$ cat src/include/sadc_pkg.sv
// Shared constants, types and the register map of the converter sequencer.
// Contract
// - Successive approximation drives DAC from comparator feedback.
// - Fixed single converts once into channel register.
// - Fixed continuous rotates four registers, interrupt per four.
// - Scan single converts each selected channel once.
// - Scan continuous restarts from first selected channel.
// - Dual mode alternates, results in registers 0-3.
// - Dual mode interrupts once per four conversions.
// - Single step converts one channel, then waits.
// - Timer overflow starts; later overflows ignored while busy.
// - Immediate start mode begins conversion at once.
// - Pin edge starts; later edges ignored while busy.
// - Every start mode works with every mode.
// - Limit compare, inside inclusive or outside, interrupts.
// - Clearing limit enable turns limit function off.
// - Outside criterion checks four MSBs early.
// - Boundary status records channels that hit limits.
// - DAC mode drives result register 3 onto pin.
// - Divider ratio 1 to 8; software keeps range.
// - Runs in idle when enabled, interrupt wakes.
// - No operation in power-down modes.
package sadc_pkg;
  localparam logic [7:0]  ADR_CTRL   = 8'h00;
  localparam logic [7:0]  ADR_CHSEL  = 8'h04;
  localparam logic [7:0]  ADR_STAT   = 8'h08;
  localparam logic [7:0]  ADR_BHI    = 8'h0c;
  localparam logic [7:0]  ADR_BLO    = 8'h10;
  localparam logic [7:0]  ADR_BSTAT  = 8'h14;
  localparam logic [7:0]  ADR_RES0   = 8'h18;
  localparam logic [7:0]  ADR_RES1   = 8'h1c;
  localparam logic [7:0]  ADR_RES2   = 8'h20;
  localparam logic [7:0]  ADR_RES3   = 8'h24;
  localparam int          STAT_DONE  = 0;
  localparam int          STAT_BND   = 1;
  localparam int          STAT_BUSY  = 2;
  localparam logic [13:0] CTRL_RST   = 14'h0000;
  localparam logic [7:0]  BYTE_RST   = 8'h00;
  localparam logic [3:0]  MASK_RST   = 4'h1;
  localparam logic [7:0]  BHI_RST    = 8'hff;
  localparam logic [7:0]  SAR_TOP    = 8'h80;
  localparam logic [2:0]  MSB_BIT    = 3'h7;
  localparam logic [2:0]  EARLY_BIT  = 3'h4;
  localparam logic [1:0]  BIT_LAST   = 2'h3;
  localparam logic [1:0]  LAST_SLOT  = 2'h3;
  localparam int          CLK_KHZ    = 200000;
  localparam int          ADC_MIN_KHZ = 320;
  localparam int          ADC_MAX_KHZ = 8000;

  typedef enum logic [2:0] {
    M_FIX_ONE, M_FIX_RUN, M_SCAN_ONE, M_SCAN_RUN, M_DUAL_RUN, M_STEP
  } sadc_mode_e;

  typedef enum logic [1:0] {S_TIMER, S_IMM, S_EDGE} sadc_start_e;

  typedef enum logic [1:0] {ST_IDLE, ST_ARMED, ST_SAMPLE, ST_CONV} sadc_state_e;

  typedef struct packed {
    logic        run_idle;
    logic [2:0]  div;
    logic        outside;
    logic        bnd_en;
    logic        done_ie;
    logic        dac_mode;
    logic        enable;
    sadc_start_e start;
    sadc_mode_e  mode;
  } sadc_ctrl_s;
endpackage

$ cat src/verilog/sadc_core.sv
// Converter sequencer with approximation register and Wishbone slave.
//
// Added by the designer: the Wishbone register port and the address map.
`timescale 1ns/10ps
module sadc_core
  import sadc_pkg::*;
(
  input  wire logic        clk_i,
  input  wire logic        rst_i,
  input  wire logic        cyc_i,
  input  wire logic        stb_i,
  input  wire logic        we_i,
  input  wire logic [7:0]  adr_i,
  input  wire logic [3:0]  sel_i,
  input  wire logic [31:0] dat_i,
  output logic      [31:0] dat_o,
  output logic             ack_o,
  input  wire logic        t0_ovf_i,
  input  wire logic        edge_start_input_i,
  input  wire logic        comp_i,
  input  wire logic        idle_i,
  input  wire logic        pdown_i,
  output logic      [1:0]  mux_sel_o,
  output logic             sample_o,
  output logic      [7:0]  dac_code_o,
  output logic             dac_pin_en_o,
  output logic             irq_o,
  output logic             wake_o,
  output logic             busy_o
);
  sadc_state_e     st, next_st;
  sadc_ctrl_s      ctrl, next_ctrl;
  logic [3:0]      chmask, next_chmask;
  logic [7:0]      bhi, next_bhi;
  logic [7:0]      blo, next_blo;
  logic [3:0]      bstat, next_bstat;
  logic [3:0][7:0] res, next_res;
  logic            done_f, next_done_f;
  logic            bnd_f, next_bnd_f;
  logic            imm_pend, next_imm_pend;
  logic [7:0]      approximation_register, next_sar;
  logic [2:0]      bitn, next_bitn;
  logic [1:0]      ph, next_ph;
  logic [2:0]      divc, next_divc;
  logic [1:0]      cur, next_cur;
  logic [1:0]      slot, next_slot;
  logic            early, next_early;
  logic [31:0]     next_dat;
  logic            next_ack;
  logic            e1, e2, e3, c1, c2;
  logic [2:0]      nx, fst, snd;
  logic            acc, wr, tick, freeze, trig, edge_seen, imm_go;
  logic [13:0]     cw;
  logic [7:0]      v;
  logic [1:0]      dest;
  logic            hit, done, end_seq, next_irq;

  function automatic logic [2:0] sadc_next(input logic [3:0] m, input logic [1:0] c,
                                           input logic wrap);
    logic [2:0] r;
    r = 3'h0;
    for (int i = 3; i >= 0; i--)
      if (m[i] && (wrap || i > int'(c)))
        r = {1'b1, 2'(i)};
    return r;
  endfunction

  assign acc       = cyc_i & stb_i & ack_o;
  assign wr        = acc & we_i;
  assign freeze    = idle_i & ~ctrl.run_idle;
  assign tick      = (divc == ctrl.div) & ~freeze;
  assign edge_seen = e2 ^ e3;
  assign nx        = sadc_next(chmask, cur, 1'b0);
  assign fst       = sadc_next(chmask, 2'h0, 1'b1);
  assign snd       = sadc_next(chmask, fst[1:0], 1'b0);
  assign imm_go    = wr && adr_i == ADR_CTRL && cw[5] && cw[4:3] == S_IMM;

  always_comb
  begin
    cw = ctrl;
    if (sel_i[0])
      cw[7:0] = dat_i[7:0];
    if (sel_i[1])
      cw[13:8] = dat_i[13:8];
    case (ctrl.start)
      S_TIMER: trig = t0_ovf_i & ~freeze;
      S_IMM:   trig = imm_pend & ~freeze;
      S_EDGE:  trig = edge_seen & ~freeze;
      default: trig = 1'b0;
    endcase
  end

  always_comb
  begin
    next_ctrl     = ctrl;
    next_chmask   = chmask;
    next_bhi      = bhi;
    next_blo      = blo;
    next_bstat    = bstat;
    next_res      = res;
    next_done_f   = done_f;
    next_bnd_f    = bnd_f;
    next_imm_pend = imm_pend | imm_go;
    next_st       = st;
    next_sar      = approximation_register;
    next_bitn     = bitn;
    next_ph       = ph;
    next_cur      = cur;
    next_slot     = slot;
    next_early    = early;
    next_divc     = freeze ? divc : (tick ? 3'h0 : divc + 3'h1);
    v             = comp_s_val(c2, approximation_register, bitn);
    dest          = cur;
    hit           = 1'b0;
    done          = 1'b0;
    end_seq       = 1'b0;
    if (wr && sel_i[0])
      case (adr_i)
        ADR_CHSEL: next_chmask = dat_i[3:0];
        ADR_STAT:
        begin
          next_done_f = done_f & ~dat_i[STAT_DONE];
          next_bnd_f  = bnd_f & ~dat_i[STAT_BND];
        end
        ADR_BHI:   next_bhi = dat_i[7:0];
        ADR_BLO:   next_blo = dat_i[7:0];
        ADR_BSTAT: next_bstat = bstat & ~dat_i[3:0];
        ADR_RES3:  next_res[3] = dat_i[7:0];
        default:   next_done_f = next_done_f;
      endcase
    if (wr && adr_i == ADR_CTRL)
      next_ctrl = sadc_ctrl_s'(cw);
    case (st)
      ST_IDLE:
        if (ctrl.enable)
        begin
          next_st  = ST_ARMED;
          next_cur = fst[1:0];
        end
      ST_ARMED:
        if (trig)
        begin
          next_st       = ST_SAMPLE;
          next_imm_pend = imm_go;
          if (ctrl.mode != M_STEP || !chmask[cur])
          begin
            next_cur  = fst[1:0];
            next_slot = 2'h0;
          end
        end
      ST_SAMPLE:
        if (tick)
        begin
          next_st    = ST_CONV;
          next_sar   = SAR_TOP;
          next_bitn  = MSB_BIT;
          next_ph    = 2'h0;
          next_early = 1'b0;
        end
      ST_CONV:
        if (tick && ph != BIT_LAST)
          next_ph = ph + 2'h1;
        else if (tick)
        begin
          if (bitn == EARLY_BIT && ctrl.bnd_en && ctrl.outside &&
              (v[7:4] > bhi[7:4] || v[7:4] < blo[7:4]))
          begin
            hit        = 1'b1;
            next_early = 1'b1;
          end
          if (bitn != 3'h0)
          begin
            next_sar  = v | (8'h01 << (bitn - 3'h1));
            next_bitn = bitn - 3'h1;
            next_ph   = 2'h0;
          end
          else
          begin
            next_sar = v;
            if (ctrl.bnd_en && !early)
              hit = ctrl.outside ? (v > bhi || v < blo) : (v <= bhi && v >= blo);
            case (ctrl.mode)
              M_FIX_ONE:
              begin
                done    = 1'b1;
                end_seq = 1'b1;
              end
              M_FIX_RUN:
              begin
                dest      = slot;
                next_slot = slot + 2'h1;
                done      = slot == LAST_SLOT;
              end
              M_SCAN_ONE:
                if (nx[2])
                  next_cur = nx[1:0];
                else
                begin
                  done    = 1'b1;
                  end_seq = 1'b1;
                end
              M_SCAN_RUN:
                if (nx[2])
                  next_cur = nx[1:0];
                else
                begin
                  done     = 1'b1;
                  next_cur = fst[1:0];
                end
              M_DUAL_RUN:
              begin
                dest      = slot;
                next_slot = slot + 2'h1;
                done      = slot == LAST_SLOT;
                next_cur  = (slot[0] || !snd[2]) ? fst[1:0] : snd[1:0];
              end
              M_STEP:
              begin
                done     = 1'b1;
                end_seq  = 1'b1;
                next_cur = nx[2] ? nx[1:0] : fst[1:0];
              end
              default: end_seq = 1'b1;
            endcase
            next_res[dest] = v;
            next_st        = end_seq ? ST_ARMED : ST_SAMPLE;
          end
        end
      default: next_st = ST_IDLE;
    endcase
    // Set beats a clear in the same cycle, so no event is lost.
    if (done)
      next_done_f = 1'b1;
    if (hit)
    begin
      next_bnd_f      = 1'b1;
      next_bstat[cur] = 1'b1;
    end
    // Stopping abandons the conversion in flight rather than finishing it.
    if (!next_ctrl.enable || next_ctrl.dac_mode || pdown_i)
    begin
      next_st       = ST_IDLE;
      next_imm_pend = 1'b0;
    end
    next_irq = (next_done_f & next_ctrl.done_ie) | (next_bnd_f & next_ctrl.bnd_en);
    next_ack = cyc_i & stb_i & ~ack_o;
    case (adr_i)
      ADR_CTRL:  next_dat = {18'h0, ctrl};
      ADR_CHSEL: next_dat = {28'h0, chmask};
      ADR_STAT:  next_dat = {29'h0, busy_o, bnd_f, done_f};
      ADR_BHI:   next_dat = {24'h0, bhi};
      ADR_BLO:   next_dat = {24'h0, blo};
      ADR_BSTAT: next_dat = {28'h0, bstat};
      ADR_RES0:  next_dat = {24'h0, res[0]};
      ADR_RES1:  next_dat = {24'h0, res[1]};
      ADR_RES2:  next_dat = {24'h0, res[2]};
      ADR_RES3:  next_dat = {24'h0, res[3]};
      default:   next_dat = 32'h0;
    endcase
  end

  // The comparator is read two flops late, which is why each bit spans four ticks.
  function automatic logic [7:0] comp_s_val(input logic c, input logic [7:0] s,
                                            input logic [2:0] b);
    return c ? s : (s & ~(8'h01 << b));
  endfunction

  always_ff @(posedge clk_i)
  begin
    e1 <= edge_start_input_i;
    e2 <= e1;
    e3 <= e2;
    c1 <= comp_i;
    c2 <= c1;
    if (rst_i)
    begin
      st           <= ST_IDLE;
      ctrl         <= sadc_ctrl_s'(CTRL_RST);
      chmask       <= MASK_RST;
      bhi          <= BHI_RST;
      blo          <= BYTE_RST;
      bstat        <= 4'h0;
      res          <= '0;
      done_f       <= 1'b0;
      bnd_f        <= 1'b0;
      imm_pend     <= 1'b0;
      approximation_register          <= BYTE_RST;
      bitn         <= MSB_BIT;
      ph           <= 2'h0;
      divc         <= 3'h0;
      cur          <= 2'h0;
      slot         <= 2'h0;
      early        <= 1'b0;
      dat_o        <= 32'h0;
      ack_o        <= 1'b0;
      mux_sel_o    <= 2'h0;
      sample_o     <= 1'b0;
      dac_code_o   <= BYTE_RST;
      dac_pin_en_o <= 1'b0;
      irq_o        <= 1'b0;
      wake_o       <= 1'b0;
      busy_o       <= 1'b0;
    end
    else
    begin
      st           <= next_st;
      ctrl         <= next_ctrl;
      chmask       <= next_chmask;
      bhi          <= next_bhi;
      blo          <= next_blo;
      bstat        <= next_bstat;
      res          <= next_res;
      done_f       <= next_done_f;
      bnd_f        <= next_bnd_f;
      imm_pend     <= next_imm_pend;
      approximation_register          <= next_sar;
      bitn         <= next_bitn;
      ph           <= next_ph;
      divc         <= next_divc;
      cur          <= next_cur;
      slot         <= next_slot;
      early        <= next_early;
      dat_o        <= next_dat;
      ack_o        <= next_ack;
      mux_sel_o    <= next_cur;
      sample_o     <= next_st == ST_SAMPLE;
      dac_code_o   <= next_ctrl.dac_mode ? next_res[3] : next_sar;
      dac_pin_en_o <= next_ctrl.dac_mode;
      irq_o        <= next_irq;
      wake_o       <= idle_i & next_irq;
      busy_o       <= next_st == ST_SAMPLE || next_st == ST_CONV;
    end
  end
endmodule // sadc_core

$ cat config.mk
export PLATFORM = sky130hd
export DESIGN_NAME = sadc_core
export DESIGN_NICKNAME = d
export VERILOG_FILES = /design/src/include/sadc_pkg.sv /design/src/verilog/sadc_core.sv
export SDC_FILE = /design/constraint.sdc
export NUM_CORES = 1
export LEC_CHECK = 0
export BUFFER_PORTS_ARGS = -buffer_cell sky130_fd_sc_hd__buf_2
export CAP_MARGIN = 0
export CORE_UTILIZATION = 40
export DETAILED_ROUTE_END_ITERATION = 8
export SLEW_MARGIN = 30
export SYNTH_ARGS = -nofsm -noshare
export SYNTH_HDL_FRONTEND = slang
export SYNTH_SLANG_ARGS = --single-unit
$ cat constraint.sdc
create_clock -name clk_i -period 6.9 [get_ports clk_i]
set_input_delay 1.38 -clock clk_i [delete_from_list [all_inputs] [get_ports clk_i]]
set_output_delay 1.38 -clock clk_i [all_outputs]
set_load 0.03 [all_outputs]
======== Word-level counts from Yosys, hierarchy flattened ========
Index checks and enable logic that the tools add are counted.
word-level totals
  bits of input ports ..................... 54
  output and inout port bits .............. 48
  register bits after elaboration ......... 146
operators by class
  add/sub/neg operators ................... 4
  equal/unequal tests ..................... 41
  magnitude comparators ................... 16
  reduce and logical (&&, ||, !) cells .... 54
  shift-type cells ........................ 2
  muxes and demuxes ....................... 112
  bitwise gates (word level) .............. 30
operators by type and width
  cell                                                               number
  14-bit case mux with 10 select lines                               1
  32-bit two-way mux                                                 4
  8-bit two-way mux                                                  10
  2-bit two-way mux                                                  36
  3-bit two-way mux                                                  11
  32-bit bitwise mux                                                 1
  8-bit by 5-bit == test with 1-bit output, second input constant    4
  1-bit two-way mux                                                  31
  2-bit != test, second input constant                               11
  1-bit logical AND                                                  18
  8-bit demux with 2-bit select                                      1
  8-bit by 4-bit == test with 1-bit output, second input constant    2
  8-bit by 6-bit == test with 1-bit output, second input constant    2
  8-bit case mux with 2 select lines                                 1
  1-bit by 3-bit << shifter with 8-bit output, first input constant  2
  1-bit AND                                                          14
  2-bit == test, second input constant                               6
  4-bit two-way mux                                                  3
  3-bit != test, second input constant                               4
  2-bit case mux with 3 select lines                                 2
  2-bit AND reduction                                                5
  5-bit AND reduction                                                2
  2-bit OR reduction                                                 5
  3-bit == test, second input constant                               3
  other kinds (47)                                                   80

======== Longest topological paths before layout ========
Gate-level depths: netlist of the first run.
  depth after elaboration ................. 19
  depth in mapped cells ................... 12
  mapped depth without buffers ............ 12

======== Worst setup path before layout of the first run ========
No wires, ideal clock.
  kind .................................... input port to flip-flop
  from .................................... input adr_i[3]
  to ...................................... register sample_o
  stages on the path ...................... 7
  arrival ................................. 3.164 ns
  data required time ...................... 6.841 ns
  path buffers ............................ 1
  setup slack ............................. 3.677 ns
  cell sequence ........................... buf_2 > nor4_4 > nand4_4 > mux2i_1 > or4b_4 > a311oi_2 > o31a_1
on the way
  word-level cells in the longest chain between the ends .. 8
RTL lines
  item                              RTL line          RTL
  from (decl)                       sadc_core.sv:13   input wire logic [7:0] adr_i,
  8-bit zero test *                 sadc_core.sv:131  if (wr && adr_i == ADR_CTRL)
  1-bit logical AND *               sadc_core.sv:131
  9-bit two-way mux *               sadc_core.sv:131
  1-bit zero test                   sadc_core.sv:240  if (!next_ctrl.enable || next_ctrl.dac_mode || pdown_i)
  1-bit logical OR * (2 in series)  sadc_core.sv:240
  2-bit two-way mux *               sadc_core.sv:240
  2-bit == test *                   sadc_core.sv:326  sample_o <= next_st == ST_SAMPLE;
  to (signal assigned)              sadc_core.sv:297  sample_o <= 1'b0;
  to (signal assigned)              sadc_core.sv:326
  to (decl)                         sadc_core.sv:24   output logic sample_o,
Every way passes the cells marked *; elsewhere a longest branch is shown, timed or not.
A chain may end at the register's enable or synchronous reset.

======== Final worst setup path of the first run ========
  from .................................... register bitn[2]
  to ...................................... register bnd_f
on the way
  word-level cells in the longest chain between the ends .. 14
  elaborated cells on any way between the ends .. 26
  classes of those cells .................. order compare: 6; eq/ne: 1; shift: 1; mux: 9; bitwise: 2; reduce/logical: 7
RTL lines
  item                                                                         RTL line          RTL
  from (decl)                                                                  sadc_core.sv:42   logic [2:0] bitn, next_bitn;
  from (signal assigned)                                                       sadc_core.sv:317  bitn <= next_bitn;
  parallel branches: the longest is 9 deep, another holds 8-bit <= comparator  n/a
  1-bit two-way mux *                                                          sadc_core.sv:171  if (bitn != 3'h0)
  1-bit two-way mux *                                                          sadc_core.sv:163  else if (tick)
  1-bit two-way mux *                                                          sadc_core.sv:161  if (tick && ph != BIT_LAST)
  1-bit two-way mux *                                                          sadc_core.sv:133  case (st)
  1-bit two-way mux *                                                          sadc_core.sv:234  if (hit)
  to (signal assigned)                                                         sadc_core.sv:314  bnd_f <= next_bnd_f;
  to (decl)                                                                    sadc_core.sv:39   logic bnd_f, next_bnd_f;
Mark *: on every way between the ends.

==> results of run 1 <==
[layer usage]
layer | global-route usage | part of all wire | vias to the layer above
li1 | - | - | 2896
met1 | 0.308 | 0.46 | 2843
met2 | 0.358 | 0.45 | 228
met3 | 0.0563 | 0.067 | 29
met4 | 0.0749 | 0.020 | 0
met5 | 0 | 0 | -
[per-stage QoR]
stage	setup WS [ns]	area, µm²	std cells	util	hold slack [ns]
after detailed placement	3.09	7130	1023	0.442	0.312
final	3.32	7640	1053	0.474	0.325
after floorplan	3.68	6770	796	-	0.310
after global routing	3.00	7640	1053	0.474	0.328
after CTS	3.35	7640	1053	0.474	0.324
after global placement	3.14	7130	1023	0.442	0.313
[area by class of cell]
type,count,area (µm²),share of cell area
Tap cell,216,270,0.0354
Sequential cell,128,2560,0.335
Clock buffer,23,478,0.0625
Timing Repair Buffer,73,390,0.0511
Inverter,34,128,0.0167
Clock inverter,7,37.5,0.00491
Multi-Input combinational cell,572,3780,0.494
[power by group]
group	internal [W]	switching [W]	total [W]	leakage, nW
combinational	0.0000153	0.0000475	0.0000627	1.95
sequential	0.000742	0.00000187	0.000744	1.03
clock	0.000479	0.000315	0.000794	0.258
[path summary, 6_finish.rpt]
path,cells past startpoint,slack (ns),startpoint,end
worst max-delay path,9,3.32,bitn[2]$_SDFFE_PP1P_,bnd_f$_SDFF_PP0_
worst min-delay path,0,0.33,c1$_DFF_P_,c2$_DFF_P_
worst max register to register,9,3.32,bitn[2]$_SDFFE_PP1P_,bnd_f$_SDFF_PP0_
worst min register to register,0,0.33,c1$_DFF_P_,c2$_DFF_P_
[placed cells by master, fill, tap and decap left out, drive strengths merged, types with 4 or more instances in the layout]
cell and n:
clkinv 6, a21oi 57, o22ai 4, a2bb2oi 5, ha 30, a22oi 18, or4b 5, o22a 7
o21ai 16, nand2b 7, dfxtp 128, a21o 5, nand2 67, clkbuf 23, xor2 6, nor4b 7
a222oi 4, nand3 28, conb 18, nor4 4, and3 15, nor3 6, buf 73, a22o 5
a221oi 8, and2 15, nor2 82, mux2i 42, o211ai 14, nor3b 4, inv 34, a21boi 8
nor2b 7, nand4 8, a211o 4, a31oi 10, a211oi 7
[kinds of logic (layout without fill, tap and decap cells)]
| group | after synthesis | count (layout) | synth area share |
|---|---|---|---|
| flops | 128 | 128 | 0.382 |
| other cells | 1 | 18 | 0.000559 |
| xor+xnor | 7 | 7 | 0.00914 |
| mux | 45 | 45 | 0.0694 |
| simple gates | 268 | 268 | 0.206 |
| fa+ha+maj | 31 | 31 | 0.0574 |
| buf+inv | 96 | 137 | 0.0645 |
| compound gates | 203 | 203 | 0.211 |
==> flow_metrics.py, run 1 <==
metrics = {
    "logic_synthesis": {
        "ys_types": 78,
        "yosysMostFrequentCell": "dfxtp_1",
        "yosysTopAreaCell": "dfxtp_1",
        "syn-cell-area_um2": 6710,
        "ys_ff_latch": 128,
        "synthTopCellsByCount": "128 x dfxtp_1, 82 x nor2_1, 67 x nand2_1",
        "synth.top_cells.by_area": "dfxtp_1 38%, mux2i_1 6.3%, ha_1 5.6%, nor2_1 4.6%, a21oi_1 4.2%",
        "yosys_most_used_dff": "dfxtp_1",
        "netlist.area_leader.share": 0.382,
        "seq_area_frac_synth": 0.382,
        "synthesis.yosys.warnings": 0,
        "avgSynthCellArea_um2": 8.61,
        "synth_cells": 779,
        "synth_edf_count": 0,
        "synth_async_sr_flop_share": 0,
    },
    "grt": {
        "grt_usage": 0.229,
        "grt_pass1_vias": 5484,
        "grt_max_degree": 75,
        "grt_overflow": 0,
        "grt_antenna_before_repair": 0,
        "grt_pass1_wl_um": 30800,
    },
    "timing": {
        "fmax_mhz": 279,
        "hold_viol": 0,
        "setup_tns_ns": 0,
        "finalMaxSlewViolations": 0,
        "worst_slew_pin_slew_ns": 0.889,
        "rsz0062_at_grt": "no",
        "slew_headroom": 0.405,
        "period_share": 0.519,
        "finalClockSkew_ns": 0.00865,
        "period_needed_ns": 3.58,
        "setup_viol_count_final": 0,
    },
    "worst_setup_path": {
        "critical_path.startpoint_type": "flop",
        "cp_top_family": "compound AO/OA/AOI/OAI gates",
        "slowest_stage": "o2111ai_1",
        "critPathBufInv": 0,
        "cp_common_cell": "a21oi_1",
        "worstSetupPathType": "reg -> reg",
        "worstPathMaxFanout": 16,
        "cp_cell_sequence": "nor2b_1 > a21oi_1 > ha_1 > a21oi_1 > a31oi_1 > o21bai_1 > o211ai_1 > o2111ai_1 > a21oi_1",
        "worstSetupEndpointType": "flop",
        "crit_required_ns": 7.16,
        "max_stage_delay_ns": 0.76,
        "arrival_ns": 3.84,
    },
    "floorplanning": {
        "core_region_area_um2": 16100,
        "num_rows": 46,
        "die-area_um2": 17300,
        "chipHeight_um": 132,
        "die_width_um": 132,
        "initial_core_util": 0.416,
        "pin_count": 102,
    },
    "clock_tree": {
        "cts_resized": 0,
        "post_cts_buffers": 0,
        "insertion_delay_ns": 0.42,
        "cts-root-buf": "clkbuf_16",
        "cts_buffer_depth": 2,
        "ctsHoldBuffers": 0,
        "cts_tree": "yes",
        "numCtsBuffers": 17,
        "cts.sinks": 128,
        "htreeDepth": 4,
        "cts.clk_slew.worst_paths_ns": 0.05,
    },
    "status": {
        "outcome": "completed",
    },
    "routing": {
        "wl_per_cell_um": 18.5,
        "detail_route.wirelength_um": 19500,
        "avgViaCountPerCell": 5.69,
        "antenna_left": 0,
        "first_iter_violations": 491,
        "first_pass_iters": 6,
        "drc": 0,
        "vias": 5996,
    },
    "job": {
        "maxCapViolCount": 0,
    },
    "finish": {
        "drive_gt1_frac": 0.140,
        "final_net_count": 910,
        "num_antenna_cells": 0,
        "synthToLayoutAreaGrowth_pct": 13.9,
        "fillers": 1591,
    },
    "placed_design": {
        "globalplace.congestion": 0.827,
        "port_buffers": 63,
        "dpl.hpwl_um": 13600,
    },
    "pwr": {
        "powerDensity_nw_per_um2": 209,
        "vdd_drop_max_v": 0.000183,
        "power.leakage_nw": 3.25,
        "power_w": 0.00160,
    },
    "worst_hold_path": {
        "hold_class": "reg -> reg",
    },
}
No activity file was read; power rests on OpenSTA's default activity.
==> run 2, diff against run 1 <==
--- a/config.mk
+++ b/config.mk
@@ -5,6 +5,7 @@
 export SDC_FILE = /design/constraint.sdc
 export NUM_CORES = 1
 export LEC_CHECK = 0
+export ABC_AREA = 1
 export BUFFER_PORTS_ARGS = -buffer_cell sky130_fd_sc_hd__buf_2
 export CAP_MARGIN = 0
 export CORE_UTILIZATION = 40
==> constraint.sdc (replaced) <==
create_clock -name clk_i -period 3.2 [get_ports clk_i]
set_input_delay 0.64 -clock clk_i [delete_from_list [all_inputs] [get_ports clk_i]]
set_output_delay 0.64 -clock clk_i [all_outputs]
set_load 0.03 [all_outputs]
==> run 2 against run 1 <==
Net effect:
- power grew 150%
- clock skew about the same
- core utilization increased by 1.5 points
- final cell count up 20%
- synthesized area fell by 1.2%
- flip-flop and latch count stayed put
- first-iteration DRC count rose by 11%
- highest routed layer unchanged
==> flow_metrics.py, run 2 <==
metrics = {
    "routing": {
        "drc": 0,
        "first_iter_violations": 547,
        "avgViaCountPerCell": 5.09,
        "antenna_left": 0,
        "wl_per_cell_um": 16.0,
        "detail_route.wirelength_um": 20100,
        "vias": 6428,
        "first_pass_iters": 6,
    },
    "clock_tree": {
        "post_cts_buffers": 0,
        "cts_resized": 0,
        "numCtsBuffers": 17,
        "cts-root-buf": "clkbuf_16",
        "cts.clk_slew.worst_paths_ns": 0.05,
        "ctsHoldBuffers": 0,
        "htreeDepth": 4,
        "insertion_delay_ns": 0.43,
        "cts_buffer_depth": 2,
        "cts_tree": "yes",
        "cts.sinks": 128,
    },
    "floorplanning": {
        "chipHeight_um": 131,
        "pin_count": 102,
        "num_rows": 46,
        "core_region_area_um2": 16100,
        "initial_core_util": 0.413,
        "die_width_um": 131,
        "die-area_um2": 17100,
    },
    "logic_synthesis": {
        "synth_cells": 952,
        "synth-simple-area-share": 0.234,
        "synthesis.yosys.warnings": 0,
        "yosysMostFrequentCell": "nand2_1",
        "synth_async_sr_flop_share": 0,
        "synthTopCellsByCount": "216 x nand2_1, 149 x inv_1, 128 x dfxtp_1",
        "seq_area_frac_synth": 0.386,
        "synth_compound_area_frac": 0.194,
        "synthMuxAreaShare": 0.00170,
        "avgSynthCellArea_um2": 6.96,
        "yosys_most_used_dff": "dfxtp_1",
        "synth-xor-area-share": 0.00396,
        "synth.top_cells.by_area": "dfxtp_1 39%, nand2_1 12%, inv_1 8.4%, o21ai_0 7.5%, a21oi_1 5.7%",
        "synth_top_family_by_area": "simple AND/OR/NAND/NOR gates",
        "syn-cell-area_um2": 6630,
        "synth_edf_count": 0,
        "netlist.area_leader.share": 0.386,
        "ys_ff_latch": 128,
        "yosysTopAreaCell": "dfxtp_1",
        "ys_types": 48,
        "synth_adder_area_share": 0.0566,
    },
    "pwr": {
        "power.leakage_nw": 3.84,
        "powerDensity_nw_per_um2": 499,
        "vdd_drop_max_v": 0.000400,
    },
    "grt": {
        "grt_pass1_vias": 5751,
        "grt_overflow": 0,
        "grt_usage": 0.249,
        "grt_antenna_before_repair": 0,
        "grt_pass1_wl_um": 31300,
        "grt_max_degree": 47,
    },
    "worst_hold_path": {
        "hold_class": "in -> reg",
        "min_from": "comp_i",
        "hold_path_depth": 1,
        "min_to": "c1$_DFF_P_",
    },
    "timing": {
        "fmax_mhz": 339,
        "period_share": 0.921,
        "worst_slew_pin_slew_ns": 0.920,
        "setup_viol_count_final": 0,
        "finalClockSkew_ns": 0.00820,
        "setup_tns_ns": 0,
        "rsz0062_at_grt": "no",
        "setup_ws_ns": 0.254,
        "period_needed_ns": 2.95,
        "slew_headroom": 0.371,
        "finalMaxSlewViolations": 0,
        "hold_viol": 0,
    },
    "placed_design": {
        "dp_cells": 1230,
        "dpl.hpwl_um": 15100,
        "port_buffers": 63,
        "globalplace.congestion": 0.895,
        "post_dp_cell_area_um2": 7210,
        "pre_cts_ws_ns": 0.287,
    },
    "worst_setup_path": {
        "arrival_ns": 3.30,
        "worstSetupPathType": "reg -> reg",
        "worstPathMaxFanout": 5,
        "worstSetupEndpointType": "flop",
        "worst_r2r_endpoint": "wake_o$_SDFF_PP0_",
        "rrSetupSlack_ns": 0.25,
        "worstRegToRegCells": 21,
        "critical_path.startpoint_type": "flop",
        "r2r_start": "bitn[0]$_SDFFE_PP1P_",
        "worstSetupStartpoint": "bitn[0]$_SDFFE_PP1P_",
        "crit_required_ns": 3.56,
    },
    "status": {
        "outcome": "completed",
    },
    "finish": {
        "num_antenna_cells": 0,
        "drive_gt1_frac": 0.130,
        "fin_area_um2": 7860,
        "synthToLayoutAreaGrowth_pct": 18.6,
        "layout_common_cells": "216 x nand2_1, 149 x inv_1, 128 x dfxtp_1",
        "final_net_count": 1117,
        "finish.utilization": 0.490,
        "fin_cells": 1262,
        "layout_commonest_cell": "nand2_1",
    },
    "job": {
        "maxCapViolCount": 0,
    },
}
-- run 2: layout make-up --
type | instances | area (µm²)
Clock inverter | 11 | 211
Fill cell | 1628 | 8200
Multi-Input combinational cell | 645 | 3320
Sequential cell | 128 | 2560
Tap cell | 216 | 270
Clock buffer | 21 | 440
Inverter | 158 | 596
Timing Repair Buffer | 83 | 465
-- run 2: cells by family after synthesis --
group	count (synthesis)
fa+ha+maj	30
mux	1
buf+inv	196
xor+xnor	3
compound gates	230
other cells	1
flops	128
simple gates	363
-- run 2: critical path, cell delays in order (launching register included) --
cell,delay [ns]
dfxtp_1,0.34
inv_1,0.14
ha_1,0.26
nand2_1,0.07
o21ai_0,0.33
inv_1,0.20
ha_1,0.31
nand2_1,0.06
inv_1,0.05
nand2_1,0.06
nand2_1,0.04
nand2_1,0.05
nand2_1,0.04
nand2_1,0.07
nand2_1,0.05
nand2_1,0.05
nand3_1,0.11
nand2_1,0.19
nand2_1,0.11
nand2_1,0.14
nand2_1,0.08
a21oi_1,0.12
-- run 2: worst max path at each step --
| stage | depth (start not counted) | slack, ns | endpoint |
|---|---|---|---|
| finish | 21 | 0.25 | wake_o$_SDFF_PP0_ |
| detailed placement | 21 | 0.29 | wake_o$_SDFF_PP0_ |
| floorplan | 20 | 0.85 | bstat[3]$_SDFF_PP0_ |
| CTS | 21 | 0.27 | wake_o$_SDFF_PP0_ |
| global route | 20 | 0.0005 | wake_o$_SDFF_PP0_ |
| global placement | 21 | 0.29 | wake_o$_SDFF_PP0_ |
-- run 2: routing by layer --
layer,up-vias,share of wire,GRT usage
li1,3232,-,-
met1,2925,0.46,0.338
met2,236,0.44,0.384
met3,35,0.067,0.0578
met4,0,0.025,0.0940
met5,-,0,0
-- run 2: stage by stage --
stage / total power, W / hold WS (ns)
3_5_place_dp: 0.00177 / 0.313
5_1_grt: 0.00405 / 0.299
2_1_floorplan: 0.00174 / 0.310
4_1_cts: 0.00395 / 0.299
3_3_place_gp: 0.00177 / 0.310
6_report: 0.00392 / 0.317
-- run 2: where the power goes --
part	leakage (nW)	total (W)	internal, W	switching [W]
logic	2.50	0.000136	0.0000332	0.000103
clock network	0.315	0.00218	0.00146	0.000726
registers	1.03	0.00160	0.00160	0.00000438
